**src/hw/vm_pkg.sv**
```systemverilog
package vm_pkg;

	// ----------------------------------------
	// Regulators watched by the block
	// ----------------------------------------
	localparam int NREG = 4;
	localparam int IDX_SWITCHER_ONE = 0;
	localparam int IDX_SWITCHER_TWO = 1;
	localparam int IDX_SWITCHER_THREE = 2;
	localparam int IDX_LINEAR_REG = 3;

	// ----------------------------------------
	// Register byte offsets
	// ----------------------------------------
	localparam logic [7:0] OFS_CFG = 8'h00;
	localparam logic [7:0] OFS_LIMIT = 8'h04;
	localparam logic [7:0] OFS_MON_ON = 8'h08;
	localparam logic [7:0] OFS_MON_ON_SECURE = 8'h0c;
	localparam logic [7:0] OFS_STATE = 8'h10;
	localparam logic [7:0] OFS_EVENT = 8'h14;
	localparam logic [7:0] OFS_EVENT_MASK = 8'h18;

	// ----------------------------------------
	// Field positions
	// ----------------------------------------
	localparam int CFG_LOW_LSB = 0;
	localparam int CFG_HIGH_LSB = 2;
	localparam int CFG_SECURE_BIT = 4;
	localparam int LIM_SW_LOW_LSB = 0;
	localparam int LIM_LIN_LOW_LSB = 6;
	localparam int LIM_SW_HIGH_LSB = 8;
	localparam int LIM_LIN_HIGH_LSB = 14;
	localparam int ST_HIGH_LSB = 4;
	localparam int ST_MASK_LSB = 8;

	// ----------------------------------------
	// Reset values
	// ----------------------------------------
	localparam logic [1:0] LOW_FILTER_RST = 2'h2;
	localparam logic [1:0] HIGH_FILTER_RST = 2'h0;
	localparam logic [3:0] MON_ON_RST = 4'hf;
	localparam logic [5:0] SW_LIMIT_RST = 6'h00;
	localparam logic [1:0] LIN_LIMIT_RST = 2'h0;
	localparam logic [7:0] EVENT_MASK_RST = 8'h00;

	// ----------------------------------------
	// Timing: ticks on each edge of the 100 kHz logic clock
	// ----------------------------------------
	localparam int CLK_NS = 25;
	localparam int LF_CLK_KHZ = 100;
	localparam int TICK_NS = 1000000 / LF_CLK_KHZ / 2;
	localparam int TICK_CYC = (TICK_NS + CLK_NS - 1) / CLK_NS;
	localparam int LOW_DB_US [4] = '{5, 15, 30, 40};
	localparam int HIGH_DB_US [4] = '{30, 50, 80, 125};
	localparam int DB_CW = 5;

	// ----------------------------------------
	// Threshold tables, percent of nominal
	// ----------------------------------------
	localparam int LOW_PCT [4] = '{95, 93, 91, 89};
	localparam int HIGH_PCT [4] = '{105, 107, 109, 111};

	localparam logic [1:0] HTRANS_NONSEQ = 2'h2;

	typedef struct packed {
		logic [6:0] high_pct;
		logic [6:0] low_pct;
	} vm_limit_t;

	// Debounce length in ticks for a time code
	function automatic logic [DB_CW-1:0] low_ticks(input logic [1:0] sel);
		low_ticks = DB_CW'(LOW_DB_US[sel] * 1000 / TICK_NS);
	endfunction

	function automatic logic [DB_CW-1:0] high_ticks(input logic [1:0] sel);
		high_ticks = DB_CW'(HIGH_DB_US[sel] * 1000 / TICK_NS);
	endfunction

endpackage

```
**src/hw/vm_monitor.sv**
```systemverilog
// How it works
// RL1 - Separate high and low monitor per regulator
// RL2 - Low threshold code picks 95/93/91/89 percent
// RL3 - High threshold code picks 105/107/109/111 percent
// RL4 - Low debounce code picks 5/15/30/40 us
// RL5 - Low debounce field resets to 10
// RL6 - Shared high debounce picks 30/50/80/125 us
// RL7 - High debounce field resets to 00
// RL8 - Monitor enable one runs both monitors
// RL9 - Monitor enable zero stops the monitor
// RL10 - All monitor enables come up as one
// RL11 - Secure mode: only secure writes change enables
// RL12 - Newly enabled regulator masked until in regulation
// RL13 - Disabling a monitor clears its status
// RL14 - Debounce timed by 100 kHz logic clock
// RL15 - Status sets after continuous fault for debounce
// RL16 - Status clears when comparator returns normal
//
// The implementer's own choices: the address map and the AHB-Lite slave port.
module vm_monitor
	import vm_pkg::*;
(
	input wire logic hclk,
	input wire logic hresetn,
	input wire logic hsel,
	input wire logic [31:0] haddr,
	input wire logic [1:0] htrans,
	input wire logic hwrite,
	input wire logic [2:0] hsize,
	input wire logic [31:0] hwdata,
	input wire logic hready,
	output logic hreadyout,
	output logic hresp,
	output logic [31:0] hrdata,
	input wire logic [NREG-1:0] low_cmp,
	input wire logic [NREG-1:0] high_cmp,
	input wire logic [NREG-1:0] reg_on,
	input wire logic [NREG-1:0] reg_ok,
	output vm_pkg::vm_limit_t [NREG-1:0] limit_pct,
	output logic [NREG-1:0] monitor_on,
	output logic [NREG-1:0] low_voltage_state,
	output logic [NREG-1:0] high_voltage_state,
	output logic irq
);
	import vm_pkg::*;

	localparam int TCW = $clog2(TICK_CYC + 1);

	// ----------------------------------------
	// Declarations
	// ----------------------------------------
	logic addr_ok;
	logic rd_req;
	logic wr_ff;
	logic [7:0] waddr_ff;
	logic [31:0] rd_data;
	logic [1:0] low_filter_time_sel_ff;
	logic [1:0] high_filter_time_sel_ff;
	logic secure_write_en_ff;
	logic [5:0] switcher_low_limit_sel_ff;
	logic [1:0] linear_low_limit_sel_ff;
	logic [5:0] switcher_high_limit_sel_ff;
	logic [1:0] linear_high_limit_sel_ff;
	logic [7:0] event_ff;
	logic [7:0] event_mask_ff;
	logic [7:0] nxt_event;
	logic [NREG-1:0] mask_ff;
	logic [NREG-1:0] reg_on_d_ff;
	logic [NREG-1:0] active;
	logic [NREG-1:0] low_set;
	logic [NREG-1:0] high_set;
	logic [NREG-1:0] low_cmp_s;
	logic [NREG-1:0] high_cmp_s;
	logic [NREG-1:0] reg_on_s;
	logic [NREG-1:0] reg_ok_s;
	logic [TCW-1:0] tick_cnt_ff;
	logic tick_ff;
	logic [DB_CW-1:0] high_len;

	// ----------------------------------------
	// Per-regulator threshold code lookup
	// ----------------------------------------
	function automatic logic [1:0] low_sel(input int i);
		if (i == IDX_LINEAR_REG) begin
			low_sel = linear_low_limit_sel_ff;
		end else begin
			low_sel = switcher_low_limit_sel_ff[2*i +: 2];
		end
	endfunction

	function automatic logic [1:0] high_sel(input int i);
		if (i == IDX_LINEAR_REG) begin
			high_sel = linear_high_limit_sel_ff;
		end else begin
			high_sel = switcher_high_limit_sel_ff[2*i +: 2];
		end
	endfunction

	// ----------------------------------------
	// Pin synchronisers
	// ----------------------------------------
	vm_sync #(.W(4 * NREG)) u_sync (
		.clk(hclk),
		.rst_n(hresetn),
		.d({low_cmp, high_cmp, reg_on, reg_ok}),
		.q({low_cmp_s, high_cmp_s, reg_on_s, reg_ok_s})
	);

	// ----------------------------------------
	// AHB-Lite slave
	// ----------------------------------------
	assign addr_ok = hsel && hready && htrans == HTRANS_NONSEQ;
	assign rd_req = addr_ok && !hwrite;

	// Zero wait states, always OKAY
	always_ff @(posedge hclk or negedge hresetn) begin
		if (!hresetn) begin
			hreadyout <= 1'b0;
			hresp <= 1'b0;
		end else begin
			hreadyout <= 1'b1;
			hresp <= 1'b0;
		end
	end

	// Capture write address for the data phase
	always_ff @(posedge hclk or negedge hresetn) begin
		if (!hresetn) begin
			wr_ff <= 1'b0;
			waddr_ff <= 8'h00;
		end else begin
			wr_ff <= addr_ok && hwrite && haddr[31:8] == 24'h00_0000; // Unmapped writes dropped
			waddr_ff <= haddr[7:0];
		end
	end

	// Read mux; unmapped addresses read zero
	always_comb begin
		rd_data = 32'h0000_0000;
		if (haddr[31:8] == 24'h00_0000) begin
			unique case (haddr[7:0])
				OFS_CFG: begin
					rd_data[CFG_LOW_LSB +: 2] = low_filter_time_sel_ff;
					rd_data[CFG_HIGH_LSB +: 2] = high_filter_time_sel_ff;
					rd_data[CFG_SECURE_BIT] = secure_write_en_ff;
				end
				OFS_LIMIT: begin
					rd_data[LIM_SW_LOW_LSB +: 6] = switcher_low_limit_sel_ff;
					rd_data[LIM_LIN_LOW_LSB +: 2] = linear_low_limit_sel_ff;
					rd_data[LIM_SW_HIGH_LSB +: 6] = switcher_high_limit_sel_ff;
					rd_data[LIM_LIN_HIGH_LSB +: 2] = linear_high_limit_sel_ff;
				end
				OFS_MON_ON, OFS_MON_ON_SECURE: begin
					rd_data[NREG-1:0] = monitor_on;
				end
				OFS_STATE: begin
					rd_data[NREG-1:0] = low_voltage_state;
					rd_data[ST_HIGH_LSB +: NREG] = high_voltage_state;
					rd_data[ST_MASK_LSB +: NREG] = mask_ff;
				end
				OFS_EVENT: begin
					rd_data[7:0] = event_ff;
				end
				OFS_EVENT_MASK: begin
					rd_data[7:0] = event_mask_ff;
				end
				default: begin
					rd_data = 32'h0000_0000;
				end
			endcase
		end
	end

	// Read data latched at the address phase for a zero-wait answer
	always_ff @(posedge hclk or negedge hresetn) begin
		if (!hresetn) begin
			hrdata <= 32'h0000_0000;
		end else if (rd_req) begin
			hrdata <= rd_data;
		end
	end

	// ----------------------------------------
	// Configuration registers
	// ----------------------------------------

	// Debounce selects and secure mode
	always_ff @(posedge hclk or negedge hresetn) begin
		if (!hresetn) begin
			low_filter_time_sel_ff <= LOW_FILTER_RST; // [RL5]
			high_filter_time_sel_ff <= HIGH_FILTER_RST; // [RL7]
			secure_write_en_ff <= 1'b0;
		end else if (wr_ff && waddr_ff == OFS_CFG) begin
			low_filter_time_sel_ff <= hwdata[CFG_LOW_LSB +: 2];
			high_filter_time_sel_ff <= hwdata[CFG_HIGH_LSB +: 2];
			secure_write_en_ff <= hwdata[CFG_SECURE_BIT];
		end
	end

	// Threshold codes, switchers and linear regulator kept apart
	always_ff @(posedge hclk or negedge hresetn) begin
		if (!hresetn) begin
			switcher_low_limit_sel_ff <= SW_LIMIT_RST;
			linear_low_limit_sel_ff <= LIN_LIMIT_RST;
			switcher_high_limit_sel_ff <= SW_LIMIT_RST;
			linear_high_limit_sel_ff <= LIN_LIMIT_RST;
		end else if (wr_ff && waddr_ff == OFS_LIMIT) begin
			switcher_low_limit_sel_ff <= hwdata[LIM_SW_LOW_LSB +: 6];
			linear_low_limit_sel_ff <= hwdata[LIM_LIN_LOW_LSB +: 2];
			switcher_high_limit_sel_ff <= hwdata[LIM_SW_HIGH_LSB +: 6];
			linear_high_limit_sel_ff <= hwdata[LIM_LIN_HIGH_LSB +: 2];
		end
	end

	// Monitor enables; ordinary writes lose when secure mode is on
	always_ff @(posedge hclk or negedge hresetn) begin
		if (!hresetn) begin
			monitor_on <= MON_ON_RST; // [RL10]
		end else if (wr_ff && waddr_ff == OFS_MON_ON_SECURE) begin
			monitor_on <= hwdata[NREG-1:0]; // [RL11]
		end else if (wr_ff && waddr_ff == OFS_MON_ON && !secure_write_en_ff) begin
			monitor_on <= hwdata[NREG-1:0]; // [RL11]
		end
	end

	// Threshold percentages handed to the comparators
	always_ff @(posedge hclk or negedge hresetn) begin
		if (!hresetn) begin
			limit_pct <= '0;
		end else begin
			for (int i = 0; i < NREG; i++) begin
				limit_pct[i].low_pct <= 7'(LOW_PCT[low_sel(i)]); // [RL2]
				limit_pct[i].high_pct <= 7'(HIGH_PCT[high_sel(i)]); // [RL3]
			end
		end
	end

	// ----------------------------------------
	// Logic clock tick
	// ----------------------------------------

	// One tick per edge of the 100 kHz clock gives 5 us resolution
	always_ff @(posedge hclk or negedge hresetn) begin
		if (!hresetn) begin
			tick_cnt_ff <= '0;
			tick_ff <= 1'b0;
		end else if (tick_cnt_ff == TCW'(TICK_CYC - 1)) begin
			tick_cnt_ff <= '0;
			tick_ff <= 1'b1; // [RL14]
		end else begin
			tick_cnt_ff <= tick_cnt_ff + 1'b1;
			tick_ff <= 1'b0;
		end
	end

	// ----------------------------------------
	// Start-up masking
	// ----------------------------------------

	// Rising enable masks until the regulator reports regulation
	always_ff @(posedge hclk or negedge hresetn) begin
		if (!hresetn) begin
			reg_on_d_ff <= '0;
			mask_ff <= '0;
		end else begin
			reg_on_d_ff <= reg_on_s;
			for (int i = 0; i < NREG; i++) begin
				if (reg_on_s[i] && !reg_on_d_ff[i]) begin
					mask_ff[i] <= 1'b1; // [RL12]
				end else if (reg_ok_s[i] || !reg_on_s[i]) begin
					mask_ff[i] <= 1'b0; // [RL12]
				end
			end
		end
	end

	// Both monitors run only while enabled and unmasked
	assign active = monitor_on & ~mask_ff; // [RL8] [RL9] [RL12]

	// ----------------------------------------
	// Debounce filters
	// ----------------------------------------
	assign high_len = high_ticks(high_filter_time_sel_ff); // [RL6]

	for (genvar g = 0; g < NREG; g++) begin : g_reg
		// Low-side monitor, own filter per regulator
		vm_filter u_low (
			.clk(hclk),
			.rst_n(hresetn),
			.fault(low_cmp_s[g]),
			.enable(active[g]), // [RL1] [RL13]
			.tick(tick_ff),
			.limit(low_ticks(low_filter_time_sel_ff)), // [RL4]
			.state(low_voltage_state[g]), // [RL15] [RL16]
			.set_pulse(low_set[g])
		);

		// High-side monitor shares one debounce length
		vm_filter u_high (
			.clk(hclk),
			.rst_n(hresetn),
			.fault(high_cmp_s[g]),
			.enable(active[g]), // [RL1] [RL13]
			.tick(tick_ff),
			.limit(high_len),
			.state(high_voltage_state[g]), // [RL15] [RL16]
			.set_pulse(high_set[g])
		);
	end

	// ----------------------------------------
	// Events and interrupt
	// ----------------------------------------

	// Sticky events; a new event in a clearing read survives
	always_comb begin
		nxt_event = event_ff;
		if (rd_req && haddr == {24'h00_0000, OFS_EVENT}) begin
			nxt_event = 8'h00;
		end
		nxt_event = nxt_event | {high_set, low_set};
	end

	always_ff @(posedge hclk or negedge hresetn) begin
		if (!hresetn) begin
			event_ff <= 8'h00;
		end else begin
			event_ff <= nxt_event;
		end
	end

	// Mask register, one enables the matching event
	always_ff @(posedge hclk or negedge hresetn) begin
		if (!hresetn) begin
			event_mask_ff <= EVENT_MASK_RST;
		end else if (wr_ff && waddr_ff == OFS_EVENT_MASK) begin
			event_mask_ff <= hwdata[7:0];
		end
	end

	// Level interrupt, registered one cycle behind the event bits
	always_ff @(posedge hclk or negedge hresetn) begin
		if (!hresetn) begin
			irq <= 1'b0;
		end else begin
			irq <= |(event_ff & event_mask_ff);
		end
	end

endmodule

```
**src/hw/vm_sync.sv**
```systemverilog
// Two-flop synchroniser for asynchronous levels
module vm_sync #(
	parameter int W = 4
) (
	input wire logic clk,
	input wire logic rst_n,
	input wire logic [W-1:0] d,
	output logic [W-1:0] q
);
	logic [W-1:0] meta_ff;

	if (W < 1) begin : g_chk
		$error("vm_sync: width must be at least one");
	end

	// First stage feeds only the second
	always_ff @(posedge clk or negedge rst_n) begin
		if (!rst_n) begin
			meta_ff <= '0;
			q <= '0;
		end else begin
			meta_ff <= d;
			q <= meta_ff;
		end
	end
endmodule

```
**src/hw/vm_filter.sv**
```systemverilog
// Debounce filter: fault must hold for limit ticks before state sets
module vm_filter
	import vm_pkg::*;
#(
	parameter int CW = DB_CW
) (
	input wire logic clk,
	input wire logic rst_n,
	input wire logic fault,
	input wire logic enable,
	input wire logic tick,
	input wire logic [CW-1:0] limit,
	output logic state,
	output logic set_pulse
);
	logic [CW-1:0] cnt_ff;

	if (CW < DB_CW) begin : g_chk
		$error("vm_filter: counter too narrow for longest debounce");
	end

	// Any break in the fault restarts the count; a lowered limit cannot strand it above
	always_ff @(posedge clk or negedge rst_n) begin
		if (!rst_n) begin
			cnt_ff <= '0;
		end else if (!enable || !fault) begin
			cnt_ff <= '0;
		end else if (tick && cnt_ff < limit) begin
			cnt_ff <= cnt_ff + 1'b1;
		end
	end

	// Status follows the debounced fault, drops at once when clean
	always_ff @(posedge clk or negedge rst_n) begin
		if (!rst_n) begin
			state <= 1'b0;
			set_pulse <= 1'b0;
		end else begin
			set_pulse <= enable && fault && cnt_ff >= limit && !state;
			if (!enable || !fault) begin
				state <= 1'b0;
			end else if (cnt_ff >= limit) begin
				state <= 1'b1;
			end
		end
	end
endmodule

```
**config.mk**
```make
export PLATFORM = sky130hd
export DESIGN_NAME = vm_monitor
export DESIGN_NICKNAME = d
export VERILOG_FILES = /design/src/hw/vm_pkg.sv /design/src/hw/vm_monitor.sv /design/src/hw/vm_sync.sv /design/src/hw/vm_filter.sv
export SDC_FILE = /design/constraint.sdc
export NUM_CORES = 1
export LEC_CHECK = 0
export CORE_MARGIN = 4
export CORE_UTILIZATION = 40
export DETAILED_ROUTE_END_ITERATION = 12
export DONT_BUFFER_PORTS = 1
export HOLD_SLACK_MARGIN = 0.15
export PLACE_DENSITY = 0.61
export SYNTH_ARGS = -nofsm -noshare
export SYNTH_HDL_FRONTEND = slang
export SYNTH_HIERARCHICAL = 1
export SYNTH_SLANG_ARGS = --single-unit
```
**constraint.sdc**
```tcl
create_clock -name hclk -period 9.9 [get_ports hclk]
set_input_delay 1.98 -clock hclk [delete_from_list [all_inputs] [get_ports hclk]]
set_output_delay 1.98 -clock hclk [all_outputs]
set_load 0.01 [all_outputs]
```
Word level (Yosys, flattened, before mapping)
Cells that the tools add are included.
{"block": "totals", "reg_bits": 245, "output_inout_bits": 103}
{"block": "op_classes", "n_addsub": 9, "n_mul": 2, "div_mod_pow": 2, "order_cmp": 26, "n_eq_ne": 13, "mux": 81, "n_bitwise": 14, "n_reduce_logical": 116}
{"operator": "$bmux 32 s2", "n": 10}
{"operator": "$mux 32", "n": 4}
{"operator": "$mux 7", "n": 16}
{"operator": "$mux 5", "n": 16}
{"operator": "$div 32x14->32 const B", "n": 2}
{"operator": "$mul 32x8->29 const B", "n": 2}
{"operator": "$logic_and 1x1->1", "n": 48}
{"operator": "$reduce_bool 2->1", "n": 21}
{"operator": "$add 5x1->5 const B", "n": 8}
{"operator": "$ge 5x5->1", "n": 8}
{"operator": "$lt 5x5->1", "n": 8}
{"operator": "$eq 32x5->1 const B", "n": 1}
{"operator": "$eq 8x4->1 const B", "n": 4}
{"operator": "$eq 8x5->1 const B", "n": 4}
{"operator": "$ge 3x3->1 const B", "n": 10}
{"operator": "$logic_not 1->1", "n": 30}
{"operator": "$not 2->3", "n": 10}
{"operator": "$mux 1", "n": 25}
{"operator": "$logic_not 24->1", "n": 1}
{"operator": "$pmux 4 s6", "n": 1}
{"operator": "$eq 8x3->1 const B", "n": 2}
{"operator": "$logic_not 8->1", "n": 2}
{"operator": "$mux 16", "n": 1}
{"operator": "$mux 8", "n": 2}
{"operator": "14 further kinds", "n": 27}

Longest topological paths before layout
Gate-level depths: netlist of the first run.
{"block": "depth", "word_depth": 10, "depth_mapped": 25, "mapped_depth_nobuf": 23}

By module
Netlist of the first run, hierarchy kept.
{"module": "vm_monitor", "n_inst": 1, "cells_per_inst": 632, "area_each_um2": 6238.5, "seq_area_each_um2": 2533.7}
{"module": "vm_filter", "n_inst": 8, "cells_per_inst": 54, "area_each_um2": 495.5, "seq_area_each_um2": 175.2}
{"module": "vm_sync", "n_inst": 1, "cells_per_inst": 32, "area_each_um2": 800.8, "seq_area_each_um2": 800.8}

Worst setup path before layout of the first run
OpenSTA, ideal clock, no wires.
{"block": "synth_timing", "path_type": "reg-to-reg", "from": "reg high_filter_time_sel_ff[1]", "to": "reg g_reg[0].u_high.cnt_ff[0]", "setup_ns": 0.125, "t_arrival_ns": 5.711, "t_required_ns": 9.775, "slack_ns": 4.065, "path_stages_with_launch": 26, "period_less_slack_ns": 5.835, "cell_sequence": "dfrtp_1 -> inv_1 -> ha_1 -> clkbuf_1 -> inv_1 -> a211oi_1 -> ha_1 -> a311oi_4 -> xor2_2 -> nand3_2 -> or2_1 -> buf_2 -> and2_1 -> buf_2 -> or3_1 -> a221oi_2 -> a31o_1 -> a32oi_1 -> o2111a_1 -> o2bb2ai_2 -> inv_1 -> ha_1 -> nor2b_1 -> o2111a_2 -> nor3_1 -> mux2_2"}
{"block": "synth_between", "elab_chain_cells": 9}
{"element": "start, declared", "line_no": "vm_monitor.sv:58", "rtl": "logic [1:0] high_filter_time_sel_ff;"}
{"element": "start signal, assigned", "line_no": "vm_monitor.sv:195", "rtl": "high_filter_time_sel_ff <= hwdata[CFG_HIGH_LSB +: 2];"}
{"element": "$not 2->3 (not written as such)", "line_no": "vm_pkg.sv:76", "rtl": "high_ticks = DB_CW'(HIGH_DB_US[sel] * 1000 / TICK_NS);"}
{"element": "$bmux 32 s2", "line_no": "vm_pkg.sv:76"}
{"element": "$mux 32 (not written as such) (2 in a row)", "line_no": "vm_pkg.sv:76"}
{"element": "$mul 32x8->29", "line_no": "vm_pkg.sv:76"}
{"element": "$div 32x14->32", "line_no": "vm_pkg.sv:76"}
{"element": "via high_len[1]", "line_no": "vm_monitor.sv:78", "rtl": "logic [DB_CW-1:0] high_len;"}
{"element": "$lt 5x5->1", "line_no": "vm_filter.sv:28", "rtl": "end else if (tick && cnt_ff < limit) begin"}
{"element": "$logic_and 1x1->1", "line_no": "vm_filter.sv:28"}
{"element": "$reduce_bool 2->1 (no line)"}
{"element": "end signal, assigned", "line_no": "vm_filter.sv:29", "rtl": "cnt_ff <= cnt_ff + 1'b1;"}
{"element": "end, declared", "line_no": "vm_filter.sv:16", "rtl": "logic [CW-1:0] cnt_ff;"}
The timed path passes the listed nets, and every way through them passes these cells. The select of a mux whose other input is x is not followed.
A chain may end at the register's enable or synchronous reset.

Worst setup path after layout of the first run
{"block": "layout_timing", "from": "reg high_filter_time_sel_ff[1]", "to": "reg g_reg[2].u_high.cnt_ff[0]"}
{"block": "layout_between", "elab_chain_cells": 9}
{"element": "$not 2->3 (not written as such)", "line_no": "vm_pkg.sv:76"}
{"element": "$bmux 32 s2", "line_no": "vm_pkg.sv:76"}
{"element": "$mux 32 (not written as such) (2 in a row)", "line_no": "vm_pkg.sv:76"}
{"element": "$mul 32x8->29", "line_no": "vm_pkg.sv:76"}
{"element": "$div 32x14->32", "line_no": "vm_pkg.sv:76"}
{"element": "via high_len[3]", "line_no": "vm_monitor.sv:78"}
{"element": "$lt 5x5->1", "line_no": "vm_filter.sv:28"}
{"element": "$logic_and 1x1->1", "line_no": "vm_filter.sv:28"}
{"element": "$reduce_bool 2->1 (no line)"}
{"element": "end signal, assigned", "line_no": "vm_filter.sv:29"}
{"element": "end, declared", "line_no": "vm_filter.sv:16"}
The timed path passes the listed nets, and every way through them passes these cells. The select of a mux whose other input is x is not followed.

==> results of run 1 <==
-- registers in the layout (all words and copies together) (netlist names), 6 cells and up --
name / cells
tick_cnt_ff: 8
event_mask_ff: 8
g.u_low/cnt_ff: 20
u_sync/meta_ff: 16
event_ff: 8
limit_pct: 17
g.u_high/cnt_ff: 20
switcher_low_limit_sel_ff: 6
u_sync/q: 16
hrdata: 16
switcher_high_limit_sel_ff: 6
waddr_ff: 8
-- metrics by stage --
| stage | worst slack (ps) | area (um^2) | utilization [%] | hold WS, ps | power [mW] |
|---|---|---|---|---|---|
| 6_report | 3140 | 11600 | 42.9 | 350 | 1.49 |
| 5_1_grt | 2740 | 11600 | 42.9 | 355 | 1.55 |
| 4_1_cts | 3190 | 11600 | 42.9 | 352 | 1.51 |
| 3_5_place_dp | 3210 | 11000 | 40.8 | 335 | 0.838 |
| 3_3_place_gp | 3290 | 11000 | 40.8 | 335 | 0.837 |
| 2_1_floorplan | 4060 | 11100 | - | 331 | 0.849 |
-- cell usage after synthesis (25+ instances only) --
| master | instances | area share (%) |
|---|---|---|
| a21oi_1 | 55 | 2.5 |
| buf_4 | 58 | 4.0 |
| nand2_1 | 94 | 3.2 |
| o31ai_1 | 27 | 1.8 |
| ha_1 | 86 | 9.8 |
| inv_1 | 76 | 2.6 |
| nor2_1 | 52 | 1.8 |
| mux2_2 | 37 | 3.8 |
| nor2b_1 | 25 | 1.4 |
| nand3_1 | 27 | 1.2 |
| o21ai_0 | 30 | 1.4 |
| dfrtp_1 | 184 | 42 |
| nand2b_1 | 30 | 1.7 |
-- cell type report --
type / instances / area, um^2 / area share, %
clock inverters: 15 / 155 / 1.34
multi-input cells: 775 / 5550 / 47.8
well taps: 341 / 427 / 3.68
inverters: 78 / 293 / 2.52
flip-flops and latches: 189 / 4740 / 40.8
repair buffers: 2 / 15.0 / 0.129
clock buffers: 17 / 425 / 3.67
-- layer usage --
metal  global-route usage [%]  wire length [um]  vias up
met5                        0                 0        -
met3                     4.60              1570       30
met1                     22.6             11500     3912
li1                         -                 -     3816
met2                     27.1             12400      200
met4                     3.99               391        0
-- kinds of logic after synthesis --
logic type	share of synthesized area (%)
simple gates	15.8
compound gates	16.5
flops	43.0
buf+inv	7.35
fa+ha+maj	9.96
mux	5.56
xor+xnor	1.74
other cells	0.0683
-- final timing paths --
| path | start | to | slack, ps | cells after the start |
|---|---|---|---|---|
| min in group asynchronous | hresetn | u_sync/meta_ff[13] | 1230 | 0 |
| worst min-delay path | u_sync/meta_ff[3] | u_sync/q[3] | 350 | 0 |
| max in group asynchronous | hresetn | low_filter_time_sel_ff[1] | 8380 | 0 |
| worst max register to register | high_filter_time_sel_ff[1] | g_reg[2].u_high/cnt_ff[0] | 3140 | 21 |
| worst max-delay path | high_filter_time_sel_ff[1] | g_reg[2].u_high/cnt_ff[0] | 3140 | 21 |
| worst min register to register | u_sync/meta_ff[3] | u_sync/q[3] | 350 | 0 |
-- power by group --
group	leakage (nW)	switching, mW	total [mW]	internal [mW]
combinational	2.47	0.00936	0.0166	0.00721
sequential	2.40	0.0173	0.806	0.789
clock	0.284	0.335	0.672	0.337
==> results_dict.tcl, run 1 <==
set metrics [dict create \
    netlist_area_um2 11000 \
    die_area_um2 30200 \
    rsz0062_at_grt "false" \
    finalSetupViolations 0 \
    clk_pin_slew_ps 80 \
    wl_per_cell_um 18.2 \
    insertion_delay_ps 440 \
    period_minus_slack_ps 6760 \
    worstMarginPinSlew_ps 940 \
    drv_slew 0 \
    die_w_um 174 \
    drtIter0Drc 642 \
    fmax_ghz 0.148 \
    vias_per_cell 5.62 \
    worst_clock_skew_ps 10.5 \
    worstPathCellList "ha_1 > inv_2 > ha_1 > inv_1 > ha_1 > a311oi_4 > xor2_2 > nand4_1 > or3_1 > nor3b_1 > o41ai_1 > o2111ai_1 > a221o_1 > o2111a_1 > o2bb2ai_2 > inv_1 > ha_1 > nor2b_1 > o2111a_2 > nor3_1 > mux2_2" \
    powerDensity_nw_per_um2 129 \
    fillers 2628 \
    post-cts-setup-buffers 0 \
    post-route-drc-count 0 \
    final_antenna_net_count 0 \
    cp_max_fo 17 \
    overflow 0 \
    hold_buffers 0 \
    arrival_ps 7080 \
    ioPinCount 193 \
    core_um2 27000 \
    track_usage_pct 16.8 \
    status "complete, no violations" \
    htree_levels 4 \
    routed_wl_mm 25.8 \
    dp_hpwl_mm 19.0 \
    drv_cap 0 \
    grt_pass1_wl_mm 41.6 \
    crit_type "flip-flop to flip-flop" \
    cp.required_ps 10220 \
    critical_path.slowest_cell "ha_1" \
    yosysWarningCount 6 \
    first_global_vias 7744 \
    peakVddDrop_uv 107 \
    cp_top_family "compound AO/OA/AOI/OAI gates" \
    portBuffers 0 \
    synth_cell_types 76 \
    yosysSeqAreaShare_pct 43.0 \
    cts_resized 0 \
    drive_above_1_share_pct 8.92 \
    synth-seq-cells 189 \
    async_flop_share_pct 100 \
    syn_to_final_growth_pct 5.46 \
    crit_top_cell "ha_1" \
    grt_max_degree 190 \
    route.vias.total 7958 \
    numCtsBuffers 17 \
    syn_area_per_cell_um2 10.0 \
    leakage_nw 5.16 \
    clock_sinks 189 \
    final.period_utilization_pct 68.3 \
    diodes 0 \
    start_util_pct 40.7 \
    placed_cells 1385 \
    place_congestion 0.874 \
    root_buffer "clkbuf_16" \
    final_cell_mix "dfrtp_1, nand2_1, ha_1" \
    rows 60 \
    crit_path_max_incr_delay_ps 720 \
    clock_path_buffers 2 \
    antenna_found_initial 0 \
    hold_class "flip-flop to flip-flop" \
    final_common_cell "dfrtp_1" \
    slew_headroom_pct 37.6 \
    cts_tree "done" \
    synth_cells 1096 \
    nets 1240 \
    critPathBufInv 3 \
    fp.dieH_um 174 \
    fin_cells 1417 \
    worstSetupEndpointType "flip-flop" \
    synth-edff-count 0 \
    synthFlopType "dfrtp_1" \
    dr.pass1.iters 5 \
    setup.worst_path.start_class "flip-flop" \
    hold_violations 0 \
    fin_setup_tns_ps 0 \
]
No activity file was read; power rests on OpenSTA's default activity.
==> inputs of run 2 (changes only) <==
clock period = 7.1 ns   (was 9.9 ns; I/O delays follow)
==> run 2 against run 1 <==
- cell count about the same
- clock-buffer cell count is 2 higher
- die area unchanged
- critical path depth unchanged
- critical path type unchanged
==> results_dict.tcl, run 2 (synthesized netlist as in run 1, its figures left out) <==
set metrics [dict create \
    status "complete, no violations" \
    grt_pass1_wl_mm 41.4 \
    clock_path_buffers 2 \
    worstSetupEndpointType "flip-flop" \
    insertion_delay_ps 440 \
    cp_max_fo 11 \
    dr.pass1.iters 5 \
    wl_per_cell_um 18.0 \
    powerDensity_nw_per_um2 181 \
    portBuffers 0 \
    fin_setup_tns_ps 0 \
    hold_violations 0 \
    slew_headroom_pct 37.5 \
    numCtsBuffers 17 \
    drv_cap 0 \
    final_common_cell "dfrtp_1" \
    place_ws_ps 541 \
    leakage_nw 5.17 \
    drv_slew 0 \
    die_area_um2 30200 \
    final.period_utilization_pct 93.5 \
    core_um2 27000 \
    cts_resized 0 \
    finalSetupViolations 0 \
    diodes 0 \
    cp.required_ps 7420 \
    first_global_vias 7564 \
    fmax_ghz 0.151 \
    rows 60 \
    placed_cells 1386 \
    fin_cells 1418 \
    period_minus_slack_ps 6640 \
    crit_type "flip-flop to flip-flop" \
    route.vias.total 7917 \
    rsz0062_at_grt "false" \
    htree_levels 4 \
    arrival_ps 6960 \
    hold_buffers 0 \
    hold_class "flip-flop to flip-flop" \
    final_cell_mix "dfrtp_1, nand2_1, ha_1" \
    die_w_um 174 \
    vias_per_cell 5.58 \
    place_congestion 0.874 \
    top_regs "g.u_high/cnt_ff x20, g.u_low/cnt_ff x20, limit_pct x17" \
    nets 1241 \
    fp.dieH_um 174 \
    overflow 0 \
    track_usage_pct 16.9 \
    fillers 2590 \
    routed_wl_mm 25.6 \
    dp_hpwl_mm 18.9 \
    syn_to_final_growth_pct 5.62 \
    clk_pin_slew_ps 70 \
    post-cts-setup-buffers 0 \
    cts_tree "done" \
    holdWs_ps 339 \
    post-route-drc-count 0 \
    start_util_pct 40.7 \
    root_buffer "clkbuf_16" \
    peakVddDrop_uv 131 \
    power_mw 2.10 \
    fin_ws_ps 459 \
    ioPinCount 193 \
    setup.worst_path.start_class "flip-flop" \
    clock_sinks 189 \
    drive_above_1_share_pct 8.91 \
    grt_max_degree 190 \
    drtIter0Drc 575 \
    worst_clock_skew_ps 11.5 \
    antenna_found_initial 0 \
    worstMarginPinSlew_ps 941 \
    final_antenna_net_count 0 \
]
[run 2: changes by cell type in the layout (fill, tap and decap cells not counted), sizes merged]
cell	delta
clkbuf	+2
clkinv	-3
inv	-1
buf	+1
bufinv	+1
clkinvlp	+1
[run 2: critical path, cell delays in order, from the launching register on]
cell and delay [ps]:
dfrtp_1 560, inv_1 180, ha_1 540, inv_1 200, a211oi_1 280, ha_1 330, a311oi_4 380, xor2_2 380
nand4_1 190, or3_1 400, nor3b_1 170, o41ai_1 250, o2111ai_1 210, a221o_1 460, o2111a_1 210, o2bb2ai_2 280
inv_1 90, ha_1 310, nor2b_1 140, o2111a_2 290, nor3_1 280, mux2_2 380
[run 2: cell type report]
type	count	area, um^2	area share (%)
repair buffers	3	22.5	0.194
clock buffers	19	443	3.81
multi-input cells	775	5550	47.7
well taps	341	427	3.67
clock inverters	13	148	1.27
inverters	78	293	2.52
flip-flops and latches	189	4740	40.8
[run 2: metrics by stage]
| step | area, um^2 | util, % |
|---|---|---|
| 6_report | 11600 | 43.0 |
| 5_1_grt | 11600 | 43.0 |
| 4_1_cts | 11600 | 43.0 |
| 3_5_place_dp | 11000 | 40.8 |
| 3_3_place_gp | 11000 | 40.8 |
| 2_1_floorplan | 11100 | - |
[run 2: per-layer routing]
metal	vias up	wire length, um	GRT usage [%]
met5	-	0	0
met4	0	537	4.68
met3	27	1440	4.69
met2	166	12100	26.8
met1	3894	11400	22.8
li1	3830	-	-
[run 2: path summary, 6_finish.rpt]
| path | startpoint | endpoint | slack (ps) | cells past startpoint |
|---|---|---|---|---|
| hold reg to reg | u_sync/meta_ff[5] | u_sync/q[5] | 340 | 0 |
| setup / recovery | high_filter_time_sel_ff[1] | g_reg[2].u_high/cnt_ff[0] | 460 | 21 |
| max in group asynchronous | hresetn | limit_pct[12] | 5960 | 0 |
| setup reg to reg | high_filter_time_sel_ff[1] | g_reg[2].u_high/cnt_ff[0] | 460 | 21 |
| hold / removal | u_sync/meta_ff[5] | u_sync/q[5] | 340 | 0 |
| min in group asynchronous | hresetn | u_sync/meta_ff[0] | 670 | 0 |
[run 2: where the power goes]
part,total (mW),internal [mW],switching [mW]
Clock,0.953,0.508,0.445
Sequential,1.12,1.10,0.0240
Combinational,0.0228,0.0100,0.0128
